## config.mk

```make
export PLATFORM = sky130hd
export DESIGN_NAME = tw_port
export DESIGN_NICKNAME = d
export VERILOG_FILES = /design/src/tw_pkg.sv /design/src/tw_port.sv
export VERILOG_INCLUDE_DIRS = /design/src
export SDC_FILE = /design/constraint.sdc
export NUM_CORES = 2
export LEC_CHECK = 0
export BUFFER_PORTS_ARGS = -buffer_cell sky130_fd_sc_hd__buf_2
export CAP_MARGIN = 20
export CORE_MARGIN = 1.5
export CORE_UTILIZATION = 45
export DETAILED_ROUTE_END_ITERATION = 12
export SLEW_MARGIN = 20
export SYNTH_ARGS = -nofsm -noshare
export SYNTH_HDL_FRONTEND = slang
export SYNTH_SLANG_ARGS = --single-unit
```

## constraint.sdc

```tcl
create_clock -name clk -period 21 [get_ports clk]
set_clock_uncertainty 0.1 [all_clocks]
set_input_delay 3.15 -clock clk [delete_from_list [all_inputs] [get_ports clk]]
set_output_delay 3.15 -clock clk [all_outputs]
set_load 0.05 [all_outputs]
```

## src/tw_defines.svh

```systemverilog
// Register offsets, field positions, reset values and timing figures
// for the two-wire master/target port. Definitions only.
`ifndef TW_DEFINES_SVH
`define TW_DEFINES_SVH

// ============================================================
// Register offsets (byte addresses on the register port)
`define TW_OFF_CLK_DIV      8'h00
`define TW_OFF_OWN_ADDR     8'h01
`define TW_OFF_MST_STATUS   8'h02
`define TW_OFF_PORT_CTRL    8'h03
`define TW_OFF_FIRST_BUF    8'h04
`define TW_OFF_SECOND_BUF   8'h05
`define TW_OFF_SHARED_BUF   8'h06
`define TW_OFF_LAUNCH       8'h07
`define TW_OFF_MAP_INDEX    8'h08
`define TW_OFF_MAP_DATA     8'h09
`define TW_OFF_LAST_POS     8'hE0
`define TW_OFF_BASE_LOW     8'hE1
`define TW_OFF_BASE_MID     8'hE2
`define TW_OFF_BASE_HIGH    8'hE3
`define TW_OFF_HOST_FLAGS   8'hE4

// ============================================================
// Reset values
`define TW_RST_CLK_DIV      8'h1F
`define TW_RST_OWN_ADDR     8'h5C
`define TW_RST_PORT_CTRL    8'h01
`define TW_RST_FIRST_BUF    8'h5A
`define TW_RST_SECOND_BUF   8'hF1
`define TW_RST_SHARED_BUF   8'h00
`define TW_RST_BASE_LOW     8'h80
`define TW_RST_BASE_MID     8'hD7
`define TW_RST_BASE_HIGH    8'h00

// ============================================================
// Field positions
`define TW_ST_BYTE_BUSY     0
`define TW_ST_PKT_BUSY      1
`define TW_ST_NACK          2
`define TW_CT_AUTO_INC      0
`define TW_CT_MASTER        1
`define TW_CT_MAP_MODE      2
`define TW_CT_STRETCH       3
`define TW_LN_ID            0
`define TW_LN_FIRST         1
`define TW_LN_WRITE         2
`define TW_LN_READ          3
`define TW_LN_START         4
`define TW_LN_STOP          5
`define TW_LN_RD_DIR        6
`define TW_LN_ACK_EN        7
`define TW_HF_ACCESS        0
`define TW_HF_READ          1

// ============================================================
// Timing: quarter bit periods per bus clock, bits per byte slot
`define TW_QUARTERS         4
`define TW_BITS_PER_SLOT    4'd8
`define TW_MIN_CLK_RATIO    10

`endif

```

## src/tw_pkg.sv

```systemverilog
// Types shared by the two-wire port and its surroundings.
// Assumes tw_defines.svh carries the numeric constants.
package tw_pkg;

  // ============================================================
  // Register port request, one strobe at a time
  typedef struct packed {
    logic [7:0] addr;
    logic [7:0] wdata;
    logic wr;
    logic rd;
  } tw_bus_req_t;

  // ============================================================
  // Open-drain pin drive: out is always low, oe_n low pulls
  typedef struct packed {
    logic scl_out;
    logic scl_oe_n;
    logic sda_out;
    logic sda_oe_n;
  } tw_pins_t;

  // Master engine states
  typedef enum logic [3:0] {
    TW_M_IDLE  = 4'b0001,
    TW_M_START = 4'b0010,
    TW_M_BYTE  = 4'b0100,
    TW_M_STOP  = 4'b1000
  } tw_mst_state_t;

  // Target engine states
  typedef enum logic [6:0] {
    TW_T_IDLE = 7'b0000001,
    TW_T_ADDR = 7'b0000010,
    TW_T_AACK = 7'b0000100,
    TW_T_RX   = 7'b0001000,
    TW_T_DACK = 7'b0010000,
    TW_T_TX   = 7'b0100000,
    TW_T_MACK = 7'b1000000
  } tw_tgt_state_t;

endpackage

```

## src/tw_port.sv

```systemverilog
// Two-wire bus controller: master engine with launch register and
// target engine with a 128-byte mapping buffer.
// Assumes clk runs at least ten times the bus bit rate and that the
// board pulls both lines up; pins are open drain.
//
// What this block does
// RULE_01: Runs 100k or 400k bit rates when clk is at least ten times faster.
// RULE_02: Both lines are released high whenever no transfer is running.
// RULE_03: Data line changes only while the clock line is low.
// RULE_04: Only the master starts transfers and clocks; the target never clocks.
// RULE_05: Own/target address sits in bits 7..1 at 0x01, reset 0x5c.
// RULE_06: Clock speed register at 0x00 resets to 0x1f.
// RULE_07: Master bus clock is clk divided by four times the speed value.
// RULE_08: Status 0x02 shows byte busy bit 0, packet busy bit 1.
// RULE_09: Packet busy from start to stop; byte busy during each cycle.
// RULE_10: Status bit 2 captures target answer: 0 ack, 1 nack.
// RULE_11: Control 0x03 bit 0 enables address increment; resets to 0x01.
// RULE_12: Control bit 1 selects master mode, clear means target.
// RULE_13: Control bit 2 selects mapping mode for target accesses.
// RULE_14: Target writes fill buffer bytes 0..63, reads come from 64..127.
// RULE_15: With control bit 3 set, a held-low clock pauses the transfer.
// RULE_16: Buffers at 0x04, 0x05, 0x06 reset to 0x5a, 0xf1, 0x00.
// RULE_17: Launch bits: 0 address cycle, 1 first byte, 2 write, 3 read.
// RULE_18: Launch bit 3 adds third write byte; reads always set bit 3.
// RULE_19: Launch bit 4 requests start, bit 5 requests stop.
// RULE_20: Launch bit 6 reads direction; bit 7 acks each received byte.
// RULE_21: Enabled cycles run in order: start, address, data, stop.
// RULE_22: Register 0xe0 reports last mapping position, bits 6..0, reset 0.
// RULE_23: Base address bytes 0xe1..0xe3 reset to 0x80, 0xd7, 0x00.
// RULE_24: Flag 0xe4 bit 0 sets on host access; write 1 clears.
// RULE_25: Flag 0xe4 bit 1 sets on host read access; write 1 clears.
// RULE_26: Reset restores defaults, abandons transfers, releases both lines.
// RULE_27: After a nack the master still runs the enabled stop cycle.
`timescale 1ns/10ps
`include "tw_defines.svh"

module tw_port (
  input wire logic clk,
  input wire logic resetn,
  input wire tw_pkg::tw_bus_req_t bus_req,
  output logic [7:0] rdata,
  input wire logic scl_in,
  input wire logic sda_in,
  output tw_pkg::tw_pins_t pins,
  output logic [23:0] map_base
);
  import tw_pkg::*;

  // ============================================================
  // Registers
  logic [7:0] clk_div;
  logic [7:0] own_addr;
  logic [7:0] port_ctrl;
  logic [7:0] first_buf;
  logic [7:0] second_buf;
  logic [7:0] shared_buf;
  logic [7:0] launch;
  logic [6:0] map_index;
  logic [6:0] last_pos;
  logic [7:0] base_low;
  logic [7:0] base_mid;
  logic [7:0] base_high;
  logic [1:0] host_flags;
  logic byte_busy;
  logic pkt_busy;
  logic nack_seen;
  logic [7:0] map_mem [0:127];

  // ============================================================
  // Pin synchronisers; first stage feeds only the second
  logic scl_s1, scl_s2, scl_s3;
  logic sda_s1, sda_s2, sda_s3;

  // Two stages before use, third stage only for edge detection
  always_ff @(posedge clk or negedge resetn) begin
    if (!resetn) begin
      {scl_s1, scl_s2, scl_s3} <= 3'b111;
      {sda_s1, sda_s2, sda_s3} <= 3'b111;
    end else begin
      {scl_s1, scl_s2, scl_s3} <= {scl_in, scl_s1, scl_s2};
      {sda_s1, sda_s2, sda_s3} <= {sda_in, sda_s1, sda_s2};
    end
  end

  // Bus events seen by the target; needs clk >= 10x bit rate RULE_01
  wire scl_rise = scl_s2 & ~scl_s3;
  wire scl_fall = ~scl_s2 & scl_s3;
  wire start_ev = scl_s2 & scl_s3 & sda_s3 & ~sda_s2;
  wire stop_ev = scl_s2 & scl_s3 & ~sda_s3 & sda_s2;

  // ============================================================
  // Register port decode
  wire wr = bus_req.wr;
  wire [7:0] wd = bus_req.wdata;
  wire [7:0] ad = bus_req.addr;
  wire master_en = port_ctrl[`TW_CT_MASTER]; // RULE_12
  wire auto_inc = port_ctrl[`TW_CT_AUTO_INC]; // RULE_11
  wire map_en = port_ctrl[`TW_CT_MAP_MODE]; // RULE_13
  wire stretch_en = port_ctrl[`TW_CT_STRETCH];
  wire [7:0] status = {5'h00, nack_seen, pkt_busy, byte_busy}; // RULE_08
  wire [7:0] rd_mux =
    (ad == `TW_OFF_CLK_DIV) ? clk_div :
    (ad == `TW_OFF_OWN_ADDR) ? own_addr :
    (ad == `TW_OFF_MST_STATUS) ? status :
    (ad == `TW_OFF_PORT_CTRL) ? port_ctrl :
    (ad == `TW_OFF_FIRST_BUF) ? first_buf :
    (ad == `TW_OFF_SECOND_BUF) ? second_buf :
    (ad == `TW_OFF_SHARED_BUF) ? shared_buf :
    (ad == `TW_OFF_LAUNCH) ? launch :
    (ad == `TW_OFF_MAP_INDEX) ? {1'b0, map_index} :
    (ad == `TW_OFF_MAP_DATA) ? map_mem[map_index] :
    (ad == `TW_OFF_LAST_POS) ? {1'b0, last_pos} : // RULE_22
    (ad == `TW_OFF_BASE_LOW) ? base_low :
    (ad == `TW_OFF_BASE_MID) ? base_mid :
    (ad == `TW_OFF_BASE_HIGH) ? base_high :
    (ad == `TW_OFF_HOST_FLAGS) ? {6'h00, host_flags} : 8'h00;
  assign map_base = {base_high, base_mid, base_low};

  // Read data stands in the cycle after the strobe only
  always_ff @(posedge clk or negedge resetn) begin
    if (!resetn) rdata <= 8'h00;
    else rdata <= bus_req.rd ? rd_mux : 8'h00;
  end

  // Plain configuration registers RULE_26
  always_ff @(posedge clk or negedge resetn) begin
    if (!resetn) begin
      clk_div <= `TW_RST_CLK_DIV; // RULE_06
      own_addr <= `TW_RST_OWN_ADDR; // RULE_05
      port_ctrl <= `TW_RST_PORT_CTRL; // RULE_11
      first_buf <= `TW_RST_FIRST_BUF; // RULE_16
      second_buf <= `TW_RST_SECOND_BUF; // RULE_16
      map_index <= 7'h00;
      base_low <= `TW_RST_BASE_LOW; // RULE_23
      base_mid <= `TW_RST_BASE_MID; // RULE_23
      base_high <= `TW_RST_BASE_HIGH; // RULE_23
    end else if (wr) begin
      if (ad == `TW_OFF_CLK_DIV) clk_div <= wd;
      else if (ad == `TW_OFF_OWN_ADDR) own_addr <= wd;
      else if (ad == `TW_OFF_PORT_CTRL) port_ctrl <= wd;
      else if (ad == `TW_OFF_FIRST_BUF) first_buf <= wd;
      else if (ad == `TW_OFF_SECOND_BUF) second_buf <= wd;
      else if (ad == `TW_OFF_MAP_INDEX) map_index <= wd[6:0];
      else if (ad == `TW_OFF_BASE_LOW) base_low <= wd;
      else if (ad == `TW_OFF_BASE_MID) base_mid <= wd;
      else if (ad == `TW_OFF_BASE_HIGH) base_high <= wd;
    end
  end

  // ============================================================
  // Master engine
  tw_mst_state_t m_state;
  logic [7:0] q_cnt;
  logic [1:0] q_ph;
  logic [3:0] m_bit;
  logic [7:0] m_sh;
  logic m_rd_byte;
  logic m_scl_low, m_sda_low;

  // Next cycle in bus order: start, address, data, stop RULE_21
  wire ln_rd = launch[`TW_LN_RD_DIR]; // RULE_20
  wire go_start = launch[`TW_LN_START]; // RULE_19
  wire go_id = launch[`TW_LN_ID]; // RULE_17
  wire go_first = launch[`TW_LN_FIRST];
  wire go_write = launch[`TW_LN_WRITE] & ~ln_rd;
  wire go_third = launch[`TW_LN_READ] & ~ln_rd; // RULE_18
  wire go_read = launch[`TW_LN_READ] & ln_rd;
  wire go_stop = launch[`TW_LN_STOP];
  wire go_byte = go_id | go_first | go_write | go_third | go_read;
  wire [7:0] byte_src =
    go_id ? {own_addr[7:1], ln_rd} :
    go_first ? first_buf :
    go_write ? second_buf : shared_buf;
  wire [7:0] done_mask =
    go_id ? 8'h01 : go_first ? 8'h02 : go_write ? 8'h04 : 8'h08;

  // Quarter-period ticks: divider 0 is treated as 1 RULE_07
  wire [7:0] div_eff = (clk_div == 8'h00) ? 8'h01 : clk_div;
  // Released clock still seen low means the far side is pausing
  wire held = stretch_en & ~m_scl_low & ~scl_s2 & q_ph[1]; // RULE_15
  wire q_tick = (q_cnt == div_eff - 8'h01) & ~held;
  wire m_run = (m_state != TW_M_IDLE);
  wire m_last = q_tick & (q_ph == 2'd3);

  // Quarter counter runs only while a cycle is on the bus
  always_ff @(posedge clk or negedge resetn) begin
    if (!resetn) begin
      q_cnt <= 8'h00;
      q_ph <= 2'd0;
    end else if (!m_run || held) begin
      q_cnt <= 8'h00;
      q_ph <= m_run ? q_ph : 2'd0;
    end else if (q_tick) begin
      q_cnt <= 8'h00;
      q_ph <= q_ph + 2'd1;
    end else begin
      q_cnt <= q_cnt + 8'h01;
    end
  end

  // Master sequencing, line drive and launch bookkeeping
  always_ff @(posedge clk or negedge resetn) begin
    if (!resetn) begin
      m_state <= TW_M_IDLE;
      m_bit <= 4'd0;
      m_sh <= 8'h00;
      m_rd_byte <= 1'b0;
      m_scl_low <= 1'b0; // RULE_02
      m_sda_low <= 1'b0; // RULE_26
      launch <= 8'h00;
      pkt_busy <= 1'b0;
      nack_seen <= 1'b0;
      shared_buf <= `TW_RST_SHARED_BUF; // RULE_16
    end else begin
      if (wr && ad == `TW_OFF_SHARED_BUF && !m_run) shared_buf <= wd;
      if (wr && ad == `TW_OFF_LAUNCH && !m_run && !master_en)
        launch <= 8'h00;
      else if (wr && ad == `TW_OFF_LAUNCH && !m_run && launch[5:0] == 6'h00)
        launch <= wd;
      case (m_state)
        TW_M_IDLE: begin
          if (master_en && go_start) begin
            m_state <= TW_M_START;
          end else if (master_en && go_byte) begin
            m_state <= TW_M_BYTE;
            m_sh <= byte_src;
            m_rd_byte <= go_read & ~go_id & ~go_first;
            m_bit <= 4'd0;
          end else if (master_en && go_stop) begin
            m_state <= TW_M_STOP;
          end
        end
        TW_M_START: begin
          if (q_tick && q_ph == 2'd2) m_sda_low <= 1'b1; // RULE_03
          if (m_last) begin
            m_scl_low <= 1'b1; // RULE_04
            pkt_busy <= 1'b1; // RULE_09
            launch[`TW_LN_START] <= 1'b0;
            m_state <= TW_M_IDLE;
          end
        end
        TW_M_BYTE: begin
          // Data set up in the first quarter, clock still low RULE_03
          if (q_tick && q_ph == 2'd0) begin
            if (m_bit == `TW_BITS_PER_SLOT)
              m_sda_low <= m_rd_byte & launch[`TW_LN_ACK_EN]; // RULE_20
            else
              m_sda_low <= ~m_rd_byte & ~m_sh[7];
          end
          if (q_tick && q_ph == 2'd1) m_scl_low <= 1'b0;
          if (m_last) begin
            m_scl_low <= 1'b1;
            m_bit <= m_bit + 4'd1;
            if (m_bit != `TW_BITS_PER_SLOT) begin
              m_sh <= {m_sh[6:0], sda_s2};
            end else begin
              m_state <= TW_M_IDLE;
              launch <= launch & ~done_mask;
              if (m_rd_byte) begin
                shared_buf <= m_sh;
              end else begin
                nack_seen <= sda_s2; // RULE_10
                // Drop further data, keep the stop RULE_27
                if (sda_s2) launch[3:0] <= 4'h0;
              end
            end
          end
        end
        TW_M_STOP: begin
          if (q_tick && q_ph == 2'd0) m_sda_low <= 1'b1;
          if (q_tick && q_ph == 2'd1) m_scl_low <= 1'b0;
          if (m_last) begin
            m_sda_low <= 1'b0; // RULE_02
            pkt_busy <= 1'b0; // RULE_09
            launch[`TW_LN_STOP] <= 1'b0;
            m_state <= TW_M_IDLE;
          end
        end
        default: m_state <= TW_M_IDLE;
      endcase
    end
  end
  assign byte_busy = m_run; // RULE_09

  // ============================================================
  // Target engine
  tw_tgt_state_t t_state;
  logic [3:0] t_cnt;
  logic [7:0] t_sh;
  logic [5:0] t_ptr;
  logic [6:0] t_last;
  logic t_hit, t_rw;
  logic t_sda_low;
  logic t_wr;

  // Writes land low, reads come from the upper half RULE_14
  wire [6:0] t_rd_idx = {1'b1, t_ptr};
  wire [7:0] t_rd_byte = map_en ? map_mem[t_rd_idx] : 8'hFF;
  wire [5:0] t_ptr_inc = auto_inc ? t_ptr + 6'd1 : t_ptr;
  wire t_addr_ok = (t_sh[7:1] == own_addr[7:1]); // RULE_05
  // The target never pulls the clock line RULE_04
  wire t_on = ~master_en;

  // Host access flags: a new access wins over a clearing write
  wire flag_set = t_on & stop_ev & t_hit;
  wire [1:0] flag_clr = (wr && ad == `TW_OFF_HOST_FLAGS) ? wd[1:0] : 2'b00;

  always_ff @(posedge clk or negedge resetn) begin
    if (!resetn) begin
      host_flags <= 2'b00;
      last_pos <= 7'h00; // RULE_22
    end else begin
      host_flags[`TW_HF_ACCESS] <= flag_set |
        (host_flags[`TW_HF_ACCESS] & ~flag_clr[`TW_HF_ACCESS]); // RULE_24
      host_flags[`TW_HF_READ] <= (flag_set & t_rw) |
        (host_flags[`TW_HF_READ] & ~flag_clr[`TW_HF_READ]); // RULE_25
      if (flag_set) last_pos <= t_last;
    end
  end

  // Target bit engine; data line moves on clock falls only RULE_03
  always_ff @(posedge clk or negedge resetn) begin
    if (!resetn) begin
      t_state <= TW_T_IDLE;
      t_cnt <= 4'd0;
      t_sh <= 8'h00;
      t_ptr <= 6'd0;
      t_last <= 7'h00;
      t_hit <= 1'b0;
      t_rw <= 1'b0;
      t_sda_low <= 1'b0;
      t_wr <= 1'b0;
    end else begin
      t_wr <= 1'b0;
      if (!t_on || stop_ev) begin
        t_state <= TW_T_IDLE;
        t_sda_low <= 1'b0;
        t_hit <= 1'b0;
        t_ptr <= 6'd0;
      end else if (start_ev) begin
        t_state <= TW_T_ADDR;
        t_cnt <= 4'd0;
        t_sda_low <= 1'b0;
      end else begin
        case (t_state)
          TW_T_ADDR, TW_T_RX: begin
            if (scl_rise && t_cnt != `TW_BITS_PER_SLOT) begin
              t_sh <= {t_sh[6:0], sda_s2};
              t_cnt <= t_cnt + 4'd1;
            end
            if (scl_fall && t_cnt == `TW_BITS_PER_SLOT) begin
              if (t_state == TW_T_RX) begin
                t_wr <= map_en;
                t_last <= {1'b0, t_ptr};
                t_ptr <= t_ptr_inc;
                t_sda_low <= 1'b1;
                t_state <= TW_T_DACK;
              end else if (t_addr_ok) begin
                t_hit <= 1'b1;
                t_rw <= t_sh[0];
                t_sda_low <= 1'b1;
                t_state <= TW_T_AACK;
              end else begin
                t_state <= TW_T_IDLE;
              end
            end
          end
          TW_T_AACK, TW_T_DACK: begin
            if (scl_fall) begin
              t_cnt <= 4'd0;
              if (t_rw) begin
                t_sh <= t_rd_byte;
                t_sda_low <= ~t_rd_byte[7];
                t_last <= t_rd_idx;
                t_ptr <= t_ptr_inc;
                t_state <= TW_T_TX;
              end else begin
                t_sda_low <= 1'b0;
                t_state <= TW_T_RX;
              end
            end
          end
          TW_T_TX: begin
            if (scl_rise) t_cnt <= t_cnt + 4'd1;
            if (scl_fall && t_cnt == `TW_BITS_PER_SLOT) begin
              t_sda_low <= 1'b0;
              t_state <= TW_T_MACK;
            end else if (scl_fall) begin
              t_sda_low <= ~t_sh[6];
              t_sh <= {t_sh[6:0], 1'b0};
            end
          end
          TW_T_MACK: begin
            // A nack ends the read; wait quietly for the stop
            if (scl_rise && sda_s2) t_state <= TW_T_IDLE;
            else if (scl_fall) t_state <= TW_T_DACK;
          end
          default: t_state <= TW_T_IDLE;
        endcase
      end
    end
  end

  // ============================================================
  // Mapping buffer: target write port has priority over software
  always_ff @(posedge clk) begin
    if (t_wr) map_mem[{1'b0, t_last[5:0]}] <= t_sh;
    else if (wr && ad == `TW_OFF_MAP_DATA) map_mem[map_index] <= wd;
  end

  // Open drain: lines only ever pulled low, else released RULE_02
  assign pins.scl_out = 1'b0;
  assign pins.sda_out = 1'b0;
  assign pins.scl_oe_n = ~m_scl_low;
  assign pins.sda_oe_n = ~(m_sda_low | t_sda_low);

endmodule

```

==> impl_metrics.py <==
metrics = {
    "status": {
        "status": "finished, final reports clean",
    },
    "placed_design": {
        "dp_hpwl_um": 103000,
        "place.gp.congestion": 0.951,
        "placed_cells": 4446,
        "place.port_buffers": 55,
    },
    "global_routing": {
        "use_met1": 0.379,
        "antenna_found_initial": 4,
        "met2_usage": 0.413,
        "top_usage_layer": "met2",
        "grt_max_degree": 129,
        "grt.total_usage": 0.266,
        "grt_pass1_vias": 30700,
        "grt_pass1_wl_um": 231000,
        "grt-ovfl-total": 0,
        "use_met3": 0.0481,
    },
    "worst_setup_path": {
        "worstPathArrival_ps": 6950,
        "path_max_fanout": 14,
        "cpPeakStageDelay_ps": 820,
        "cpMostUsedCell": "or4_1",
        "cp_data_required_time_ps": 21250,
        "timing.critical_path.buf_inv": 2,
        "critical-path-slowest-cell": "nor2_1",
        "start_kind": "input port",
        "path_cells": "buf_2 -> or4_1 -> or4_1 -> buf_4 -> mux2i_4 -> nor2b_1 -> nand2b_2 -> nor2_1",
        "path_class": "input port to flop",
        "critical_path.top_delay_family": "simple AND/OR/NAND/NOR gates",
        "cp-end-kind": "flop",
    },
    "floorplanning": {
        "die_x_um": 349,
        "rows": 126,
        "io_pins": 58,
        "dieArea_sq_mm": 0.122,
        "core_sq_mm": 0.118,
        "initial_core_util": 0.455,
        "dieHeight_um": 349,
    },
    "routing": {
        "drtPass1Iterations": 6,
        "final_antenna_net_count": 0,
        "drc": 0,
        "wire_per_inst_um": 34.4,
        "routed_wl_um": 161000,
        "vias": 31400,
        "via_per_inst": 6.72,
        "drtIter0Drc": 4638,
    },
    "layout": {
        "syn2layout_area_growth_pct": 11.1,
        "fill_cells": 9411,
        "layout_common_cells": "edfxtp_1, mux4_2, nor2_1, dfrtp_1, nand2_1",
        "drive_above_1_share": 0.298,
        "layout_commonest_cell": "edfxtp_1",
        "final_cells": 4672,
        "num-nets-final": 3065,
    },
    "pwr": {
        "finalPower_mw": 5.32,
        "ir_worst_vdd_uv": 72.7,
        "leakage_nw": 18.8,
        "power.density_mw_per_mm2": 89.0,
    },
    "synth": {
        "synth.area.top_cells": "edfxtp_1, mux4_2, dfrtp_1",
        "synth_top_area_cell": "edfxtp_1",
        "seq_area_frac_synth": 0.655,
        "ys_seq_elements": 1201,
        "yosysWarnings": 0,
        "ys.flop_type": "edfxtp_1",
        "avgSynthCellArea_sq_um": 17.9,
        "synth-edff-count": 1024,
        "synth_cells": 3008,
        "yosysTopAreaCellShare": 0.572,
        "syn-cell-area_sq_mm": 0.0538,
        "ys_async_sr_fraction": 0.147,
        "yosysUniqueCellTypes": 89,
    },
    "timing": {
        "fin_setup_tns_ps": 0,
        "setup_violations": 0,
        "hold_viol": 0,
        "period_share": 0.319,
        "grt_setup_unrepaired": "no",
        "min_period_ps": 6710,
        "slew_viol_final": 0,
        "fmax_mhz": 149,
        "worst_slew_pin_slew_ps": 1110,
        "slew_headroom": 0.257,
    },
    "hold_path": {
        "min_path_type": "flop to flop",
    },
    "cts": {
        "clkLatencyLatePin_ps": 740,
        "clk_pin_slew_ps": 60,
        "tritoncts": "yes",
        "clockRootBuffer": "clkbuf_16",
        "cts-buffers-inserted": 120,
        "cts-resized-gates": 0,
        "ctsHtreeMaxLevel": 3,
        "cts_hold_buf": 0,
        "post_cts_buffers": 0,
        "cts_num_sinks": 1201,
        "cts_max_path_buffers": 3,
    },
    "run": {
        "max_cap_viol_count": 0,
    },
}
-- through the flow --
step           worst slack, ps  area (sq um)   util  hold WS, ps
6_report                 14290         59700  0.505          258
5_1_grt                  14240         59700  0.505          261
4_1_cts                  14410         59700  0.505          258
3_5_place_dp             13670         55600  0.470          249
3_3_place_gp             13770         55600  0.470          251
2_1_floorplan            10850         53800      -          245
-- logic make-up after synthesis --
| logic type | after synthesis | share of synthesized area |
|---|---|---|
| DFF | 1201 | 0.655 |
| muxes | 647 | 0.224 |
| and+or+nand+nor | 579 | 0.0526 |
| AOI/OAI and AO/OA | 317 | 0.0424 |
| buffers and inverters | 226 | 0.0187 |
| xor gates and xnor gates | 26 | 0.00424 |
| adders and majority gates | 11 | 0.00256 |
| other | 1 | 0.0000698 |
-- cell type report --
cell class                 count  area, sq um  area share
sequential                  1201        35200       0.590
multi-input combinational   1582        17700       0.296
clock buffer                 132         3050      0.0510
tap                         1536         1920      0.0322
clock inverter                92         1040      0.0174
timing repair buffer         102          678      0.0114
inverter                      25         93.8     0.00157
antenna                        2         5.00   0.0000838
-- power breakdown --
group | switching (mW) | total (mW) | leakage, nW | internal, mW
registers | 0.0274 | 2.72 | 11.6 | 2.69
logic | 0.273 | 0.368 | 5.29 | 0.0950
clock network | 0.966 | 2.23 | 1.97 | 1.27
-- cells in the mapped netlist (5+ instances only) --
cell / count
xor2_1: 12
or2_2: 8
nor4_1: 13
edfxtp_1: 1024
dfstp_2: 34
dfrtp_1: 143
o21a_1: 5
o221ai_1: 11
xnor2_1: 14
clkbuf_1: 104
nand4_1: 10
o22ai_1: 19
inv_1: 24
o2111ai_1: 6
buf_1: 20
o31ai_1: 10
a221oi_1: 31
o21ai_0: 43
a31oi_1: 21
mux2_2: 120
and3_1: 12
nand3_1: 37
nor2_1: 206
a2bb2oi_1: 11
nor3b_1: 9
ha_1: 11
a311oi_1: 6
buf_4: 15
nor3_1: 24
and2_1: 7
a22oi_1: 21
a2111oi_0: 5
nand2_1: 136
buf_2: 58
a211oi_1: 12
a22o_1: 11
nand2b_1: 29
nor2_4: 6
o211ai_1: 11
mux2i_1: 94
nor2b_1: 26
mux4_2: 432
or3_1: 17
a21oi_1: 49
-- worst register-to-register path, stage by stage (launching register included) --
cell and delay, ps:
dfrtp_4 910, buf_4 900, mux4_2 680, mux4_2 520
mux2i_1 440, o211ai_1 230, o21ai_0 690, o21ai_0 200
-- registers in the layout, indices dropped and copies added, names as in the netlist, 7 cells and up --
name,cells
map_mem,1024
base_high,8
base_low,8
base_mid,8
clk_div,8
first_buf,8
launch,8
m_sh,8
own_addr,8
port_ctrl,8
q_cnt,8
rdata,8
second_buf,8
shared_buf,8
t_sh,8
last_pos,7
map_index,7
t_last,7
t_state,7
-- routing by layer --
layer / routed length, um / share of wire / up-vias
li1: - / - / 12400
met1: 64300 / 0.40 / 16800
met2: 75500 / 0.47 / 1921
met3: 15200 / 0.095 / 295
met4: 5900 / 0.037 / 0
met5: 0 / 0 / -
-- final timing paths --
kind                         startpoint         endpoint  slack [ps]  cells past startpoint
max                         bus_req[15]  map_mem[116][7]       14290                      8
min                              sda_s1           sda_s2         260                      0
max reg2reg                map_index[0]         rdata[7]       16180                      7
min reg2reg                      sda_s1           sda_s2         260                      0
max in group asynchronous        resetn     first_buf[0]       17240                      2
min in group asynchronous        resetn         t_cnt[3]        2300                      1
(Power assumes the default switching activity.)
